## src/logic/xlate_pkg.sv

```systemverilog
// package: address translation field layouts, vectors and reset values
package xlate_pkg;
    // ****************************************
    // widths
    // ****************************************
    localparam int EA_W        = 32;   // effective address width
    localparam int PA_W        = 36;   // physical address width
    localparam int SEG_NUM     = 16;   // on-chip segment registers
    localparam int SEG_IDX_W   = 4;    // segment select width
    localparam int SID_W       = 24;   // segment identifier width
    localparam int VPN_W       = 52;   // virtual page number width
    localparam int MASK_W      = 11;   // base size mask width
    localparam int XMASK_W     = 15;   // extended size mask width
    localparam int UMASK_W     = 4;    // upper size mask width
    localparam int REGIONS     = 4;    // region entries per side
    localparam int RIDX_W      = 2;    // region index width
    localparam int OFF_LOW_W   = 17;   // low block offset width
    localparam int RPN_W       = 20;   // page physical number width
    // ****************************************
    // region upper register fields (msb-0 bit k -> lsb 31-k)
    // ****************************************
    localparam int RU_EPI_LSB  = 17;   // effective page index bits 0-14
    localparam int RU_UM_LSB   = 13;   // upper size mask bits 15-18
    localparam int RU_MASK_LSB = 2;    // size mask bits 19-29
    localparam int RU_SV_BIT   = 1;    // supervisor valid, bit 30
    localparam int RU_UV_BIT   = 0;    // user valid, bit 31
    // ****************************************
    // region lower register fields
    // ****************************************
    localparam int RL_PPG_LSB  = 17;   // physical page bits 0-14
    localparam int RL_UPB_LSB  = 9;    // upper phys bits 20-22
    localparam int RL_B3_BIT   = 2;    // phys bit 3, bit 29
    // ****************************************
    // segment register and page entry fields
    // ****************************************
    localparam int SR_DS_BIT   = 31;   // direct-store flag, bit 0
    localparam int PE0_V_BIT   = 31;   // valid, bit 0
    localparam int PE0_SID_LSB = 7;    // identifier bits 1-24
    localparam int PE0_H_BIT   = 6;    // hash selector bit 25
    localparam int PE0_API_LSB = 0;    // abbreviated index bits 26-31
    localparam int PE1_RPN_LSB = 12;   // physical page bits 0-19
    localparam int PE1_UPB_LSB = 9;    // upper phys bits 20-22
    localparam int PE1_B3_BIT  = 2;    // phys bit 3, bit 29
    // ****************************************
    // fault vectors and reset values
    // ****************************************
    localparam logic [19:0] DATA_FAULT_VEC  = 20'h00300; // data storage fault
    localparam logic [19:0] INSTR_FAULT_VEC = 20'h00400; // instr storage fault
    localparam logic [3:0]  UMASK_RST       = 4'h0;      // upper mask reset
    localparam logic [31:0] WORD_RST        = 32'h0;     // register reset
    typedef enum logic [1:0] {SRC_NONE, SRC_REGION, SRC_PAGE} src_t;
endpackage

```

## src/logic/seg_regfile.sv

```systemverilog
// segment register file: 16 words, registered read
`timescale 1ns/1ps
module seg_regfile #(
    parameter int DEPTH = 16,
    parameter int AW    = 4
) (
    input  wire logic          clock,     // core clock
    input  wire logic          rst_n,     // async reset, active low
    input  wire logic          wr_en,     // write strobe
    input  wire logic [AW-1:0] wr_idx,    // write index
    input  wire logic [31:0]   wr_data,   // write word
    input  wire logic [AW-1:0] rd_idx,    // read index
    output logic      [31:0]   rd_data    // registered read word
);
    logic [31:0] mem_q [DEPTH];           // storage words

    // ****************************************
    // storage, one generate entry per word
    // ****************************************
    for (genvar i = 0; i < DEPTH; i++) begin : g_word
        // write the addressed word
        always_ff @(posedge clock or negedge rst_n) begin
            if (!rst_n) begin
                mem_q[i] <= xlate_pkg::WORD_RST;
            end else if (wr_en && wr_idx == AW'(i)) begin
                mem_q[i] <= wr_data;
            end
        end
    end

    // registered read port
    always_ff @(posedge clock or negedge rst_n) begin
        if (!rst_n) begin
            rd_data <= xlate_pkg::WORD_RST;
        end else begin
            rd_data <= mem_q[rd_idx];
        end
    end
endmodule

```

## src/logic/address_translation_unit.sv

```systemverilog
// address translation unit: region and segment/page paths, wishbone regs
`timescale 1ns/1ps
// ****************************************
// Overview of operation
// - base size mask is right-justified ones
// - hit needs masked match and valid
// - mask lsb at ea 14, clears bits
// - wide mode gives 36-bit block address
// - ea under mask ORs physical page
// - lower reg bits 0-3 give pa 4-7
// - upper phys bits, bit3 to pa 0-3
// - large mode widens mask to 15
// - upper mask keeps startup value
// - 15-bit mask right-justified ones
// - large mode compares 15-bit index
// - large wide hit forms pa 4-18
// - region hit overrides page path
// - ea 0-3 selects segment register
// - identifier plus ea 4-19 form vpn
// - page miss requests table search
// - page upper bits give pa 0-3
// - ea 20-31 copy to pa 24-35
// - direct-store segment raises storage fault
// - decode page entry word zero
// - decode page entry word one
// - upper mask zero without large mode
// - upper reg valid bits 30, 31
// - narrow mode zeroes pa 0-3
// ****************************************
module address_translation_unit #(
    parameter int REGIONS = 4
) (
    input  wire logic        clock,          // core clock, 10 MHz
    input  wire logic        rst_n,          // async reset, active low
    input  wire logic [31:0] wb_adr_i,       // wishbone address
    input  wire logic [31:0] wb_dat_i,       // wishbone write data
    output logic      [31:0] wb_dat_o,       // wishbone read data
    input  wire logic        wb_we_i,        // wishbone write enable
    input  wire logic [3:0]  wb_sel_i,       // wishbone byte selects
    input  wire logic        wb_stb_i,       // wishbone strobe
    input  wire logic        wb_cyc_i,       // wishbone cycle
    output logic             wb_ack_o,       // wishbone ack
    input  wire logic        req_valid,      // translation request
    input  wire logic        req_instr,      // 1 fetch, 0 data access
    input  wire logic [31:0] req_ea,         // effective address
    input  wire logic        problem_state,  // user mode
    input  wire logic        page_hit,       // lookaside buffer hit
    input  wire logic [31:0] page_word0,     // page entry word 0
    input  wire logic [31:0] page_word1,     // page entry word 1
    output logic             rsp_valid,      // result pulse
    output logic [35:0]      rsp_pa,         // physical address
    output logic             rsp_region,     // region path used
    output logic             rsp_fault,      // storage fault
    output logic [19:0]      rsp_vector,     // fault vector
    output logic             rsp_search,     // table search needed
    output logic [51:0]      rsp_vpn,        // virtual page number
    output logic [5:0]       rsp_api,        // abbreviated page index
    output logic [3:0]       rsp_ext_abbrev_page_index        // extended abbreviated index
);
    // ****************************************
    // register map (byte addresses)
    // ****************************************
    localparam logic [7:0] A_CFG   = 8'h00;  // configuration
    localparam logic [7:0] A_STAT  = 8'h04;  // status
    localparam logic [7:0] A_RU    = 8'h40;  // region upper, stride 8
    localparam logic [7:0] A_RL    = 8'h44;  // region lower, stride 8
    localparam logic [7:0] A_SEG   = 8'h80;  // segment regs, stride 4

    // ****************************************
    // registers
    // ****************************************
    logic [31:0] ru_q [REGIONS];             // region upper words
    logic [31:0] rl_q [REGIONS];             // region lower words
    logic        wide_addr_enable_q;         // 36-bit addressing
    logic        large_region_enable_q;      // large-region mode
    logic        large_at_start_q;           // large mode at startup
    logic        started_q;                  // startup latch done
    logic        ack_q;                      // bus ack
    logic        busy_q;                     // request in flight
    logic [31:0] ea_q;                       // held address
    logic        instr_q;                    // held fetch flag
    logic [31:0] last_pa_q;                  // status: last low pa
    logic        last_fault_q;               // status: last fault

    // ****************************************
    // bus decode
    // ****************************************
    wire        bus_req  = wb_cyc_i & wb_stb_i & ~ack_q;
    wire        bus_wr   = bus_req & wb_we_i;
    wire [7:0]  adr      = wb_adr_i[7:0];
    wire        hit_cfg  = adr == A_CFG;
    wire        hit_stat = adr == A_STAT;
    wire        hit_rgn  = adr[7:6] == A_RU[7:6] && adr[5:3] < 3'(REGIONS)
                           && adr[1:0] == 2'b00;
    wire [1:0]  rgn_idx  = adr[4:3];
    wire        rgn_low  = adr[2];
    wire        hit_seg  = adr[7:6] == A_SEG[7:6] && adr[1:0] == 2'b00;
    wire [3:0]  seg_widx = adr[5:2];
    wire        seg_we   = bus_wr & hit_seg;
    wire [31:0] wmask    = {{8{wb_sel_i[3]}}, {8{wb_sel_i[2]}},
                            {8{wb_sel_i[1]}}, {8{wb_sel_i[0]}}};

    // ****************************************
    // segment register storage
    // ****************************************
    wire [3:0]  seg_ridx = busy_q ? ea_q[31:28] : req_ea[31:28];
    logic [31:0] seg_word;                   // selected descriptor
    seg_regfile #(
        .DEPTH (xlate_pkg::SEG_NUM),
        .AW    (xlate_pkg::SEG_IDX_W)
    ) u_seg (
        .clock   (clock),
        .rst_n   (rst_n),
        .wr_en   (seg_we),
        .wr_idx  (seg_widx),
        .wr_data (wb_dat_i),
        .rd_idx  (seg_ridx),
        .rd_data (seg_word)
    );

    // ****************************************
    // region compare, one generate entry each
    // ****************************************
    logic [REGIONS-1:0] rgn_hit;              // per-entry hit
    logic [35:0]        rgn_pa [REGIONS];     // per-entry address
    for (genvar r = 0; r < REGIONS; r++) begin : g_rgn
        wire [3:0]  um   = large_region_enable_q ?
                           ru_q[r][16:13] : 4'h0;
        wire [14:0] mask = {um, ru_q[r][12:2]};
        wire [14:0] ea_hi = ea_q[31:17];
        wire        valid = problem_state ? ru_q[r][0]
                                          : ru_q[r][1];
        // mask lsb sits on ea bit 14, ones clear compared bits
        assign rgn_hit[r] = ((ea_hi & ~mask) == ru_q[r][31:17])
                            && valid;
        // bits under ones are block offset, rest OR physical page
        wire [14:0] hi = (ea_hi & mask) | rl_q[r][31:17];
        wire [3:0]  top = {rl_q[r][11:9], rl_q[r][2]};
        assign rgn_pa[r] = {wide_addr_enable_q ? top : 4'h0,
                            hi, ea_q[16:0]};
    end

    // first hitting entry, overlap is a software error
    logic        any_hit;
    logic [35:0] sel_pa;
    always_comb begin
        any_hit = 1'b0;
        sel_pa  = 36'h0;
        for (int i = REGIONS - 1; i >= 0; i--) begin
            if (rgn_hit[i]) begin
                any_hit = 1'b1;
                sel_pa  = rgn_pa[i];
            end
        end
    end

    // ****************************************
    // segment / page path
    // ****************************************
    wire [23:0] sid      = seg_word[23:0];
    wire        dstore   = seg_word[xlate_pkg::SR_DS_BIT];
    wire [51:0] virtual_page_number      = {12'h000, sid, ea_q[27:12]};
    wire        pe_valid = page_word0[xlate_pkg::PE0_V_BIT];
    wire [23:0] pe_sid   = page_word0[30:7];
    wire [5:0]  pe_api   = page_word0[5:0];
    wire [19:0] pe_rpn   = page_word1[31:12];
    wire [3:0]  pe_top   = {page_word1[11:9],
                            page_word1[xlate_pkg::PE1_B3_BIT]};
    wire        pe_match = page_hit & pe_valid & (pe_sid == sid)
                           & (pe_api == ea_q[27:22]);
    wire [35:0] page_pa  = {wide_addr_enable_q ? pe_top : 4'h0,
                            pe_rpn, ea_q[11:0]};

    // ****************************************
    // request sequencing: take, then answer
    // ****************************************
    // request held one cycle so the segment read is registered
    always_ff @(posedge clock or negedge rst_n) begin
        if (!rst_n) begin
            busy_q  <= 1'b0;
            ea_q    <= xlate_pkg::WORD_RST;
            instr_q <= 1'b0;
        end else begin
            busy_q <= req_valid & ~busy_q;
            if (req_valid && !busy_q) begin
                ea_q    <= req_ea;
                instr_q <= req_instr;
            end
        end
    end

    // result registers
    always_ff @(posedge clock or negedge rst_n) begin
        if (!rst_n) begin
            rsp_valid  <= 1'b0;
            rsp_pa     <= 36'h0;
            rsp_region <= 1'b0;
            rsp_fault  <= 1'b0;
            rsp_vector <= 20'h0;
            rsp_search <= 1'b0;
            rsp_vpn    <= 52'h0;
            rsp_api    <= 6'h0;
            rsp_ext_abbrev_page_index   <= 4'h0;
        end else begin
            rsp_valid  <= busy_q;
            if (busy_q) begin
                rsp_region <= any_hit;
                rsp_vpn    <= virtual_page_number;
                rsp_api    <= ea_q[27:22];
                rsp_ext_abbrev_page_index   <= ea_q[21:18];
                if (any_hit) begin
                    rsp_pa     <= sel_pa;
                    rsp_fault  <= 1'b0;
                    rsp_vector <= 20'h0;
                    rsp_search <= 1'b0;
                end else if (dstore) begin
                    rsp_pa     <= 36'h0;
                    rsp_fault  <= 1'b1;
                    rsp_vector <= instr_q ? xlate_pkg::INSTR_FAULT_VEC
                                          : xlate_pkg::DATA_FAULT_VEC;
                    rsp_search <= 1'b0;
                end else begin
                    rsp_pa     <= pe_match ? page_pa : 36'h0;
                    rsp_fault  <= 1'b0;
                    rsp_vector <= 20'h0;
                    rsp_search <= ~pe_match;
                end
            end
        end
    end

    // status capture
    always_ff @(posedge clock or negedge rst_n) begin
        if (!rst_n) begin
            last_pa_q    <= xlate_pkg::WORD_RST;
            last_fault_q <= 1'b0;
        end else if (rsp_valid) begin
            last_pa_q    <= rsp_pa[31:0];
            last_fault_q <= rsp_fault;
        end
    end

    // ****************************************
    // configuration and startup capture
    // ****************************************
    always_ff @(posedge clock or negedge rst_n) begin
        if (!rst_n) begin
            wide_addr_enable_q    <= 1'b0;
            large_region_enable_q <= 1'b0;
            large_at_start_q      <= 1'b0;
            started_q             <= 1'b0;
        end else begin
            // first config write fixes the startup large mode
            if (bus_wr && hit_cfg && wb_sel_i[0]) begin
                wide_addr_enable_q    <= wb_dat_i[0];
                large_region_enable_q <= wb_dat_i[1];
                started_q             <= 1'b1;
                if (!started_q) begin
                    large_at_start_q <= wb_dat_i[1];
                end
            end
        end
    end

    // ****************************************
    // region registers
    // ****************************************
    for (genvar r = 0; r < REGIONS; r++) begin : g_rreg
        wire wr_u = bus_wr & hit_rgn & ~rgn_low & (rgn_idx == 2'(r));
        wire wr_l = bus_wr & hit_rgn &  rgn_low & (rgn_idx == 2'(r));
        wire [31:0] nu = (ru_q[r] & ~wmask) | (wb_dat_i & wmask);
        // upper mask writable only if large mode was on at startup
        wire [3:0]  nu_um = large_at_start_q ? nu[16:13]
                                             : xlate_pkg::UMASK_RST;
        always_ff @(posedge clock or negedge rst_n) begin
            if (!rst_n) begin
                ru_q[r] <= xlate_pkg::WORD_RST;
                rl_q[r] <= xlate_pkg::WORD_RST;
            end else begin
                if (wr_u) begin
                    ru_q[r] <= {nu[31:17], nu_um, nu[12:0]};
                end
                if (wr_l) begin
                    rl_q[r] <= (rl_q[r] & ~wmask) | (wb_dat_i & wmask);
                end
            end
        end
    end

    // ****************************************
    // bus read mux and ack
    // ****************************************
    wire [31:0] rgn_rd  = rgn_low ? rl_q[rgn_idx] : ru_q[rgn_idx];
    wire [31:0] cfg_rd  = {29'h0, large_at_start_q,
                           large_region_enable_q, wide_addr_enable_q};
    wire [31:0] stat_rd = {last_fault_q, last_pa_q[30:0]};
    always_ff @(posedge clock or negedge rst_n) begin
        if (!rst_n) begin
            ack_q    <= 1'b0;
            wb_dat_o <= xlate_pkg::WORD_RST;
        end else begin
            ack_q <= bus_req;
            if (bus_req && !wb_we_i) begin
                wb_dat_o <= hit_cfg  ? cfg_rd :
                            hit_stat ? stat_rd :
                            hit_rgn  ? rgn_rd : 32'h0;
            end
        end
    end
    assign wb_ack_o = ack_q;
endmodule

```

## config.mk

```make
export PLATFORM = sky130hd
export DESIGN_NAME = address_translation_unit
export DESIGN_NICKNAME = d
export VERILOG_FILES = /design/src/logic/xlate_pkg.sv /design/src/logic/seg_regfile.sv /design/src/logic/address_translation_unit.sv
export SDC_FILE = /design/constraint.sdc
export NUM_CORES = 2
export LEC_CHECK = 0
export BUFFER_PORTS_ARGS = -buffer_cell sky130_fd_sc_hd__clkbuf_2
export CORE_MARGIN = 4
export CORE_UTILIZATION = 50
export DETAILED_ROUTE_END_ITERATION = 8
export PLACE_DENSITY = 0.78
export SLEW_MARGIN = 40
export SYNTH_ARGS = -nofsm -noshare
export SYNTH_HDL_FRONTEND = slang
export SYNTH_HIERARCHICAL = 1
export SYNTH_SLANG_ARGS = --single-unit
```

## constraint.sdc

```tcl
create_clock -name clock -period 3.6 [get_ports clock]
set_clock_uncertainty 0.1 [all_clocks]
set_input_delay 0.54 -clock clock [delete_from_list [all_inputs] [get_ports clock]]
set_output_delay 0.54 -clock clock [all_outputs]
set_load 0.01 [all_outputs]
```

Yosys cells after proc, flatten, opt, wreduce, memory -nomap -nowiden
Cells that the tools add are included.
W data, S select, Z words.
- order comparisons: 3
- eq/ne operators: 27
- bitwise gates (word level): 60
- muxes and demuxes: 49
- reductions and logical operators: 34
- operator list (cell ; number):
    $mux W32 ; 10
    $and A32 B32 Y32 ; 9
    $or A32 B32 Y32 ; 8
    $mux W36 ; 7
    $bmux W32 S2 ; 2
    $bmux W32 S4 ; 1
    $and A15 B15 Y15 ; 8
    $eq A15 B15 Y1 ; 4
    $not A15 Y15 ; 4
    $or A15 B15 Y15 ; 4
    $mux W4 ; 14
    $mux W11 ; 3
    $eq A4 B4 Y1 const B ; 8
    $not A32 Y32 ; 1
    $logic_and A1 B1 Y1 ; 27
    $eq A24 B24 Y1 ; 1
    $and A1 B1 Y1 ; 19
    $eq A4 B3 Y1 const B ; 4
    $mux W1 ; 12
    $eq A4 B2 Y1 const B ; 2
    $eq A8 B3 Y1 const B ; 1
    $logic_not A8 Y1 ; 1
    $eq A2 B2 Y1 const B ; 3
    $eq A6 B6 Y1 ; 1
    12 further kinds ; 19
- input port bits: 173
- register bits after elaboration: 1013
- output and inout port bits: 155

Depth between registers and ports, before layout
- depth in word-level cells: 10
- mapped depth: 12
- depth with buffers taken out: 8

By module
Netlist, hierarchy kept.
- by module, submodules not included (module ; times used ; area an instance (sq um) ; seq. area each (sq um) ; cells each):
    seg_regfile ; 1 ; 23566.4 ; 13613.1 ; 1436
    address_translation_unit ; 1 ; 21539.4 ; 11035.6 ; 1711

Worst setup path before layout
No wires, ideal clock.
- path type: register -> register
- start: register busy_q
- end: register u_seg.rd_data[0]
- stages on the path, launching flop included: 10
- clock period less this slack: 2.971 ns
- path buffers: 5
- data arrival time: 2.747 ns
- slack: 0.629 ns
- cell sequence: dfrtp_1 clkbuf_1 clkbuf_1 buf_1 mux2_2 buf_2 buf_2 mux4_2 a22oi_1 nand2_1
- cells in the longest elaborated chain, start to end: 5
- RTL lines (what ; line ; RTL):
    from (decl) ; address_translation_unit.sv:79 ; logic busy_q;
    from (signal assigned) ; address_translation_unit.sv:184 ; busy_q <= req_valid & ~busy_q;
    $mux W4 ; address_translation_unit.sv:106 ; wire [3:0] seg_ridx = busy_q ? ea_q[31:28] : req_ea[31:28];
    named net seg_ridx[0] ; address_translation_unit.sv:106 ;
    $not A4 Y5 (not written as such) ; seg_regfile.sv:36 ; rd_data <= mem_q[rd_idx];
    $bmux W32 S4 ; seg_regfile.sv:36 ;
    $mux W32 (not written as such) (2 in a row) ; seg_regfile.sv:36 ;
    to (signal assigned) ; seg_regfile.sv:34 ; rd_data <= xlate_pkg::WORD_RST;
    to (signal assigned) ; seg_regfile.sv:36 ;
    to (decl) ; seg_regfile.sv:13 ; output logic [31:0] rd_data
The timed path passes the listed nets, and every way through them passes these cells. The select of a mux whose other input is x is not followed.
A chain may end at the register's enable or synchronous reset.

Final worst setup path
- start: register ea_q[30]
- end: register rsp_pa[24]
- cells in the longest elaborated chain, start to end: 8
- elaborated cells between the ends (all ways): 21
- those cells by class: 4 x eq/ne; 9 x mux; 4 x bitwise; 4 x reduce/logical
- RTL lines (what ; line ; RTL):
    from (decl) ; address_translation_unit.sv:80 ; logic [31:0] ea_q;
    from (signal assigned) ; address_translation_unit.sv:181 ; ea_q <= xlate_pkg::WORD_RST;
    from (signal assigned) ; address_translation_unit.sv:186 ; ea_q <= req_ea;
    $and A15 B15 Y15 ; address_translation_unit.sv:134 ; assign rgn_hit[r] = ((ea_hi & ~mask) == ru_q[r][31:17])
    $eq A15 B15 Y1 ; address_translation_unit.sv:134 ;
    $logic_and A1 B1 Y1 ; address_translation_unit.sv:135 ; && valid;
    $mux W36 or $mux W1 (tied branches) (4 in a row) ; address_translation_unit.sv:150 ; if (rgn_hit[i]) begin
    $mux W36 * ; address_translation_unit.sv:211 ; if (any_hit) begin
    to (signal assigned) ; address_translation_unit.sv:212 ; rsp_pa <= sel_pa;
    to (signal assigned) ; address_translation_unit.sv:223 ; rsp_pa <= pe_match ? page_pa : 36'h0;
    to (decl) ; address_translation_unit.sv:51 ; output logic [35:0] rsp_pa,
Every way passes the cells marked *; elsewhere a longest branch is shown, timed or not.

==> qor.txt <==
status = finished clean
Req. time, crit path = 4.02 ns
worst min path class = input port to flip-flop
post-layout net count = 3282
Finished Layout Cells = 4234
CTS buffer count = 90
IO buf count = 265
DRC Markers = 0
htree depth = 3
Avg Inst Size Synth = 14.01 sq um
fill count = 6090
Pwr per Cell Area = 473.8 nW/um^2
Initial Util = 0.5057
GRT met1 Usage = 0.3652
slew margin rel. = 0.4051
met2 Resource Use GR = 0.4199
clock root cell = clkbuf_16
Achievable Freq = 0.2996 GHz
first-pass GRT wire length = 174200 microns
Sink Count = 866
slowest stage delay, CP = 0.77 ns
Cells after Synth = 2860
Die ar. = 84750 sq um
vias = 26510
initial antenna violation count = 8
TNS Setup = 0 ns
slowest stage cell, crit path = nor4_2
final count of hold timing violations = 0
DRT Wirelength = 115700 microns
delay-heaviest family, CP = simple AND/OR/NAND/NOR gates
Remaining Overflow, GRT = 0
Worst setup EP type = flip-flop
met3 Resource Use GR = 0.06447
Row Count = 103
crit path cell chain = a21boi_0 -> xnor2_1 -> nand4_1 -> nor4_2 -> nand2b_1 -> buf_4 -> a211o_1 -> nand2_1 -> o21ai_1
max-slew violations = 0
warnings from Yosys = 6
synthesized cell area = 40080 sq um
max_cap viols = 0
WP buf/inv = 1
gr busiest metal = met2
largest net degree at the start of global routing = 81
RSZ-0062 raised after global routing = no
peak supply drop = 0.0003795 V
minimum clock period = 3.338 ns
post-placement cell count = 4052
clk_lat worst skew = 0.66 ns
clock slew at reported path FFs = 0.06 ns
post-cts sizing count = 0
layout cells sized above 1 = 0.4578
clock buffer depth = 3
first-pass iteration count of the detailed router = 5
Layout Utilization = 0.5815
DR vias/cell = 6.261
Critical Path Start Type = flip-flop
ANT nets after route = 0
CTS tree = yes
Crit Path Max Fanout = 11
Leak = 22.10 nW
global placer's final weighted congestion = 0.9497
Crit path arrival time = 3.76 ns
Boundary Pins = 328
Final setup viols = 0
core box area = 79260 sq um
critical path class = flip-flop to flip-flop
number of global-route vias before repair = 27410
1st-iter DRT viols = 2453
hpwl dp = 75920 microns
Worst Tran Pin Value = 0.8924 ns
Layout area overhead = 14.99%
Die W = 291.1 microns
drt wl/cell = 27.33 microns
Total Routing Usage GR = 0.2705
Die H = 291.1 microns
final period utilization = 0.9273
==> stage by stage <==
stage	hold WS (ns)	worst slack [ns]	power [mW]	area (sq um)
CTS	0.0002001	0.4314	21.97	46050
detailed placement	0.3710	0.3454	12.47	42900
global route	0.01277	0.2466	22.55	46080
finish	0.03106	0.2619	21.84	46090
floorplan	0.1444	0.6287	11.47	40180
global placement	0.3539	0.4102	12.44	42890
==> layout make-up <==
cell class,instances,area [sq um],share of cell area
clock inverter,31,386.6,0.008389
sequential,866,21680,0.4703
tap,1050,1314,0.02851
antenna,6,15.01,0.0003258
inverter,25,93.84,0.002036
multi-input combinational,1736,17250,0.3744
clock buffer,130,2614,0.05671
timing repair buffer,390,2735,0.05935
==> layer usage <==
| layer | wire [microns] | up-vias |
|---|---|---|
| met1 | 45490 | 13900 |
| met2 | 53690 | 1316 |
| li1 | - | 10960 |
| met3 | 10550 | 325 |
| met5 | 13 | - |
| met4 | 5992 | 2 |
==> power by group <==
| group | internal (mW) | switching (mW) | leakage [nW] | total (mW) |
|---|---|---|---|---|
| registers | 10.0 | 0.244 | 11.8 | 10.3 |
| logic | 0.815 | 1.26 | 8.78 | 2.07 |
| clock network | 5.56 | 3.95 | 1.48 | 9.51 |
| total | 16.4 | 5.45 | 22.1 | 21.8 |
==> cell usage in the layout (no fill, tap or decap), types with 9 or more instances in the layout <==
| master | instances |
|---|---|
| a21oi_1 | 118 |
| xnor2_1 | 71 |
| o22ai_1 | 16 |
| nand2_1 | 113 |
| dlygate4sd3_1 | 14 |
| mux2_1 | 10 |
| nor2_1 | 51 |
| buf_12 | 32 |
| mux2_2 | 744 |
| conb_1 | 29 |
| dfrtp_1 | 864 |
| nor4_1 | 9 |
| nor3_1 | 20 |
| o21ai_0 | 36 |
| clkbuf_2 | 262 |
| a21boi_0 | 11 |
| clkbuf_1 | 20 |
| nor2b_1 | 45 |
| a22o_1 | 50 |
| xor2_1 | 18 |
| buf_4 | 80 |
| inv_1 | 24 |
| nor2_2 | 10 |
| a211o_1 | 12 |
| a22oi_1 | 81 |
| clkbuf_16 | 91 |
| o21ai_1 | 10 |
| nand4_1 | 20 |
| nand3_1 | 9 |
| a31oi_1 | 17 |
| mux4_2 | 164 |
| clkinv_2 | 17 |
| clkbuf_8 | 19 |
==> worst paths after layout <==
| check | slack [ns] | startpoint | cells after the start | to |
|---|---|---|---|---|
| worst max-delay path | 0.26 | ea_q[30] | 9 | rsp_pa[24] |
| worst min-delay path | 0.03 | req_ea[7] | 2 | ea_q[7] |
| worst max register to register | 0.26 | ea_q[30] | 9 | rsp_pa[24] |
| worst min register to register | 0.38 | ea_q[7] | 1 | rsp_pa[7] |
| max in group asynchronous | 2.04 | rst_n | 4 | u_seg/rd_data[17] |
| min in group asynchronous | 0.23 | rst_n | 2 | wb_dat_o[31] |
==> what timing repair did <==
item	4_1_cts	5_1_grt
hold buffers	14	0
buffers inserted	0	0
endpoints found under the hold margin	67	0
No activity file was read; power rests on OpenSTA's default activity.
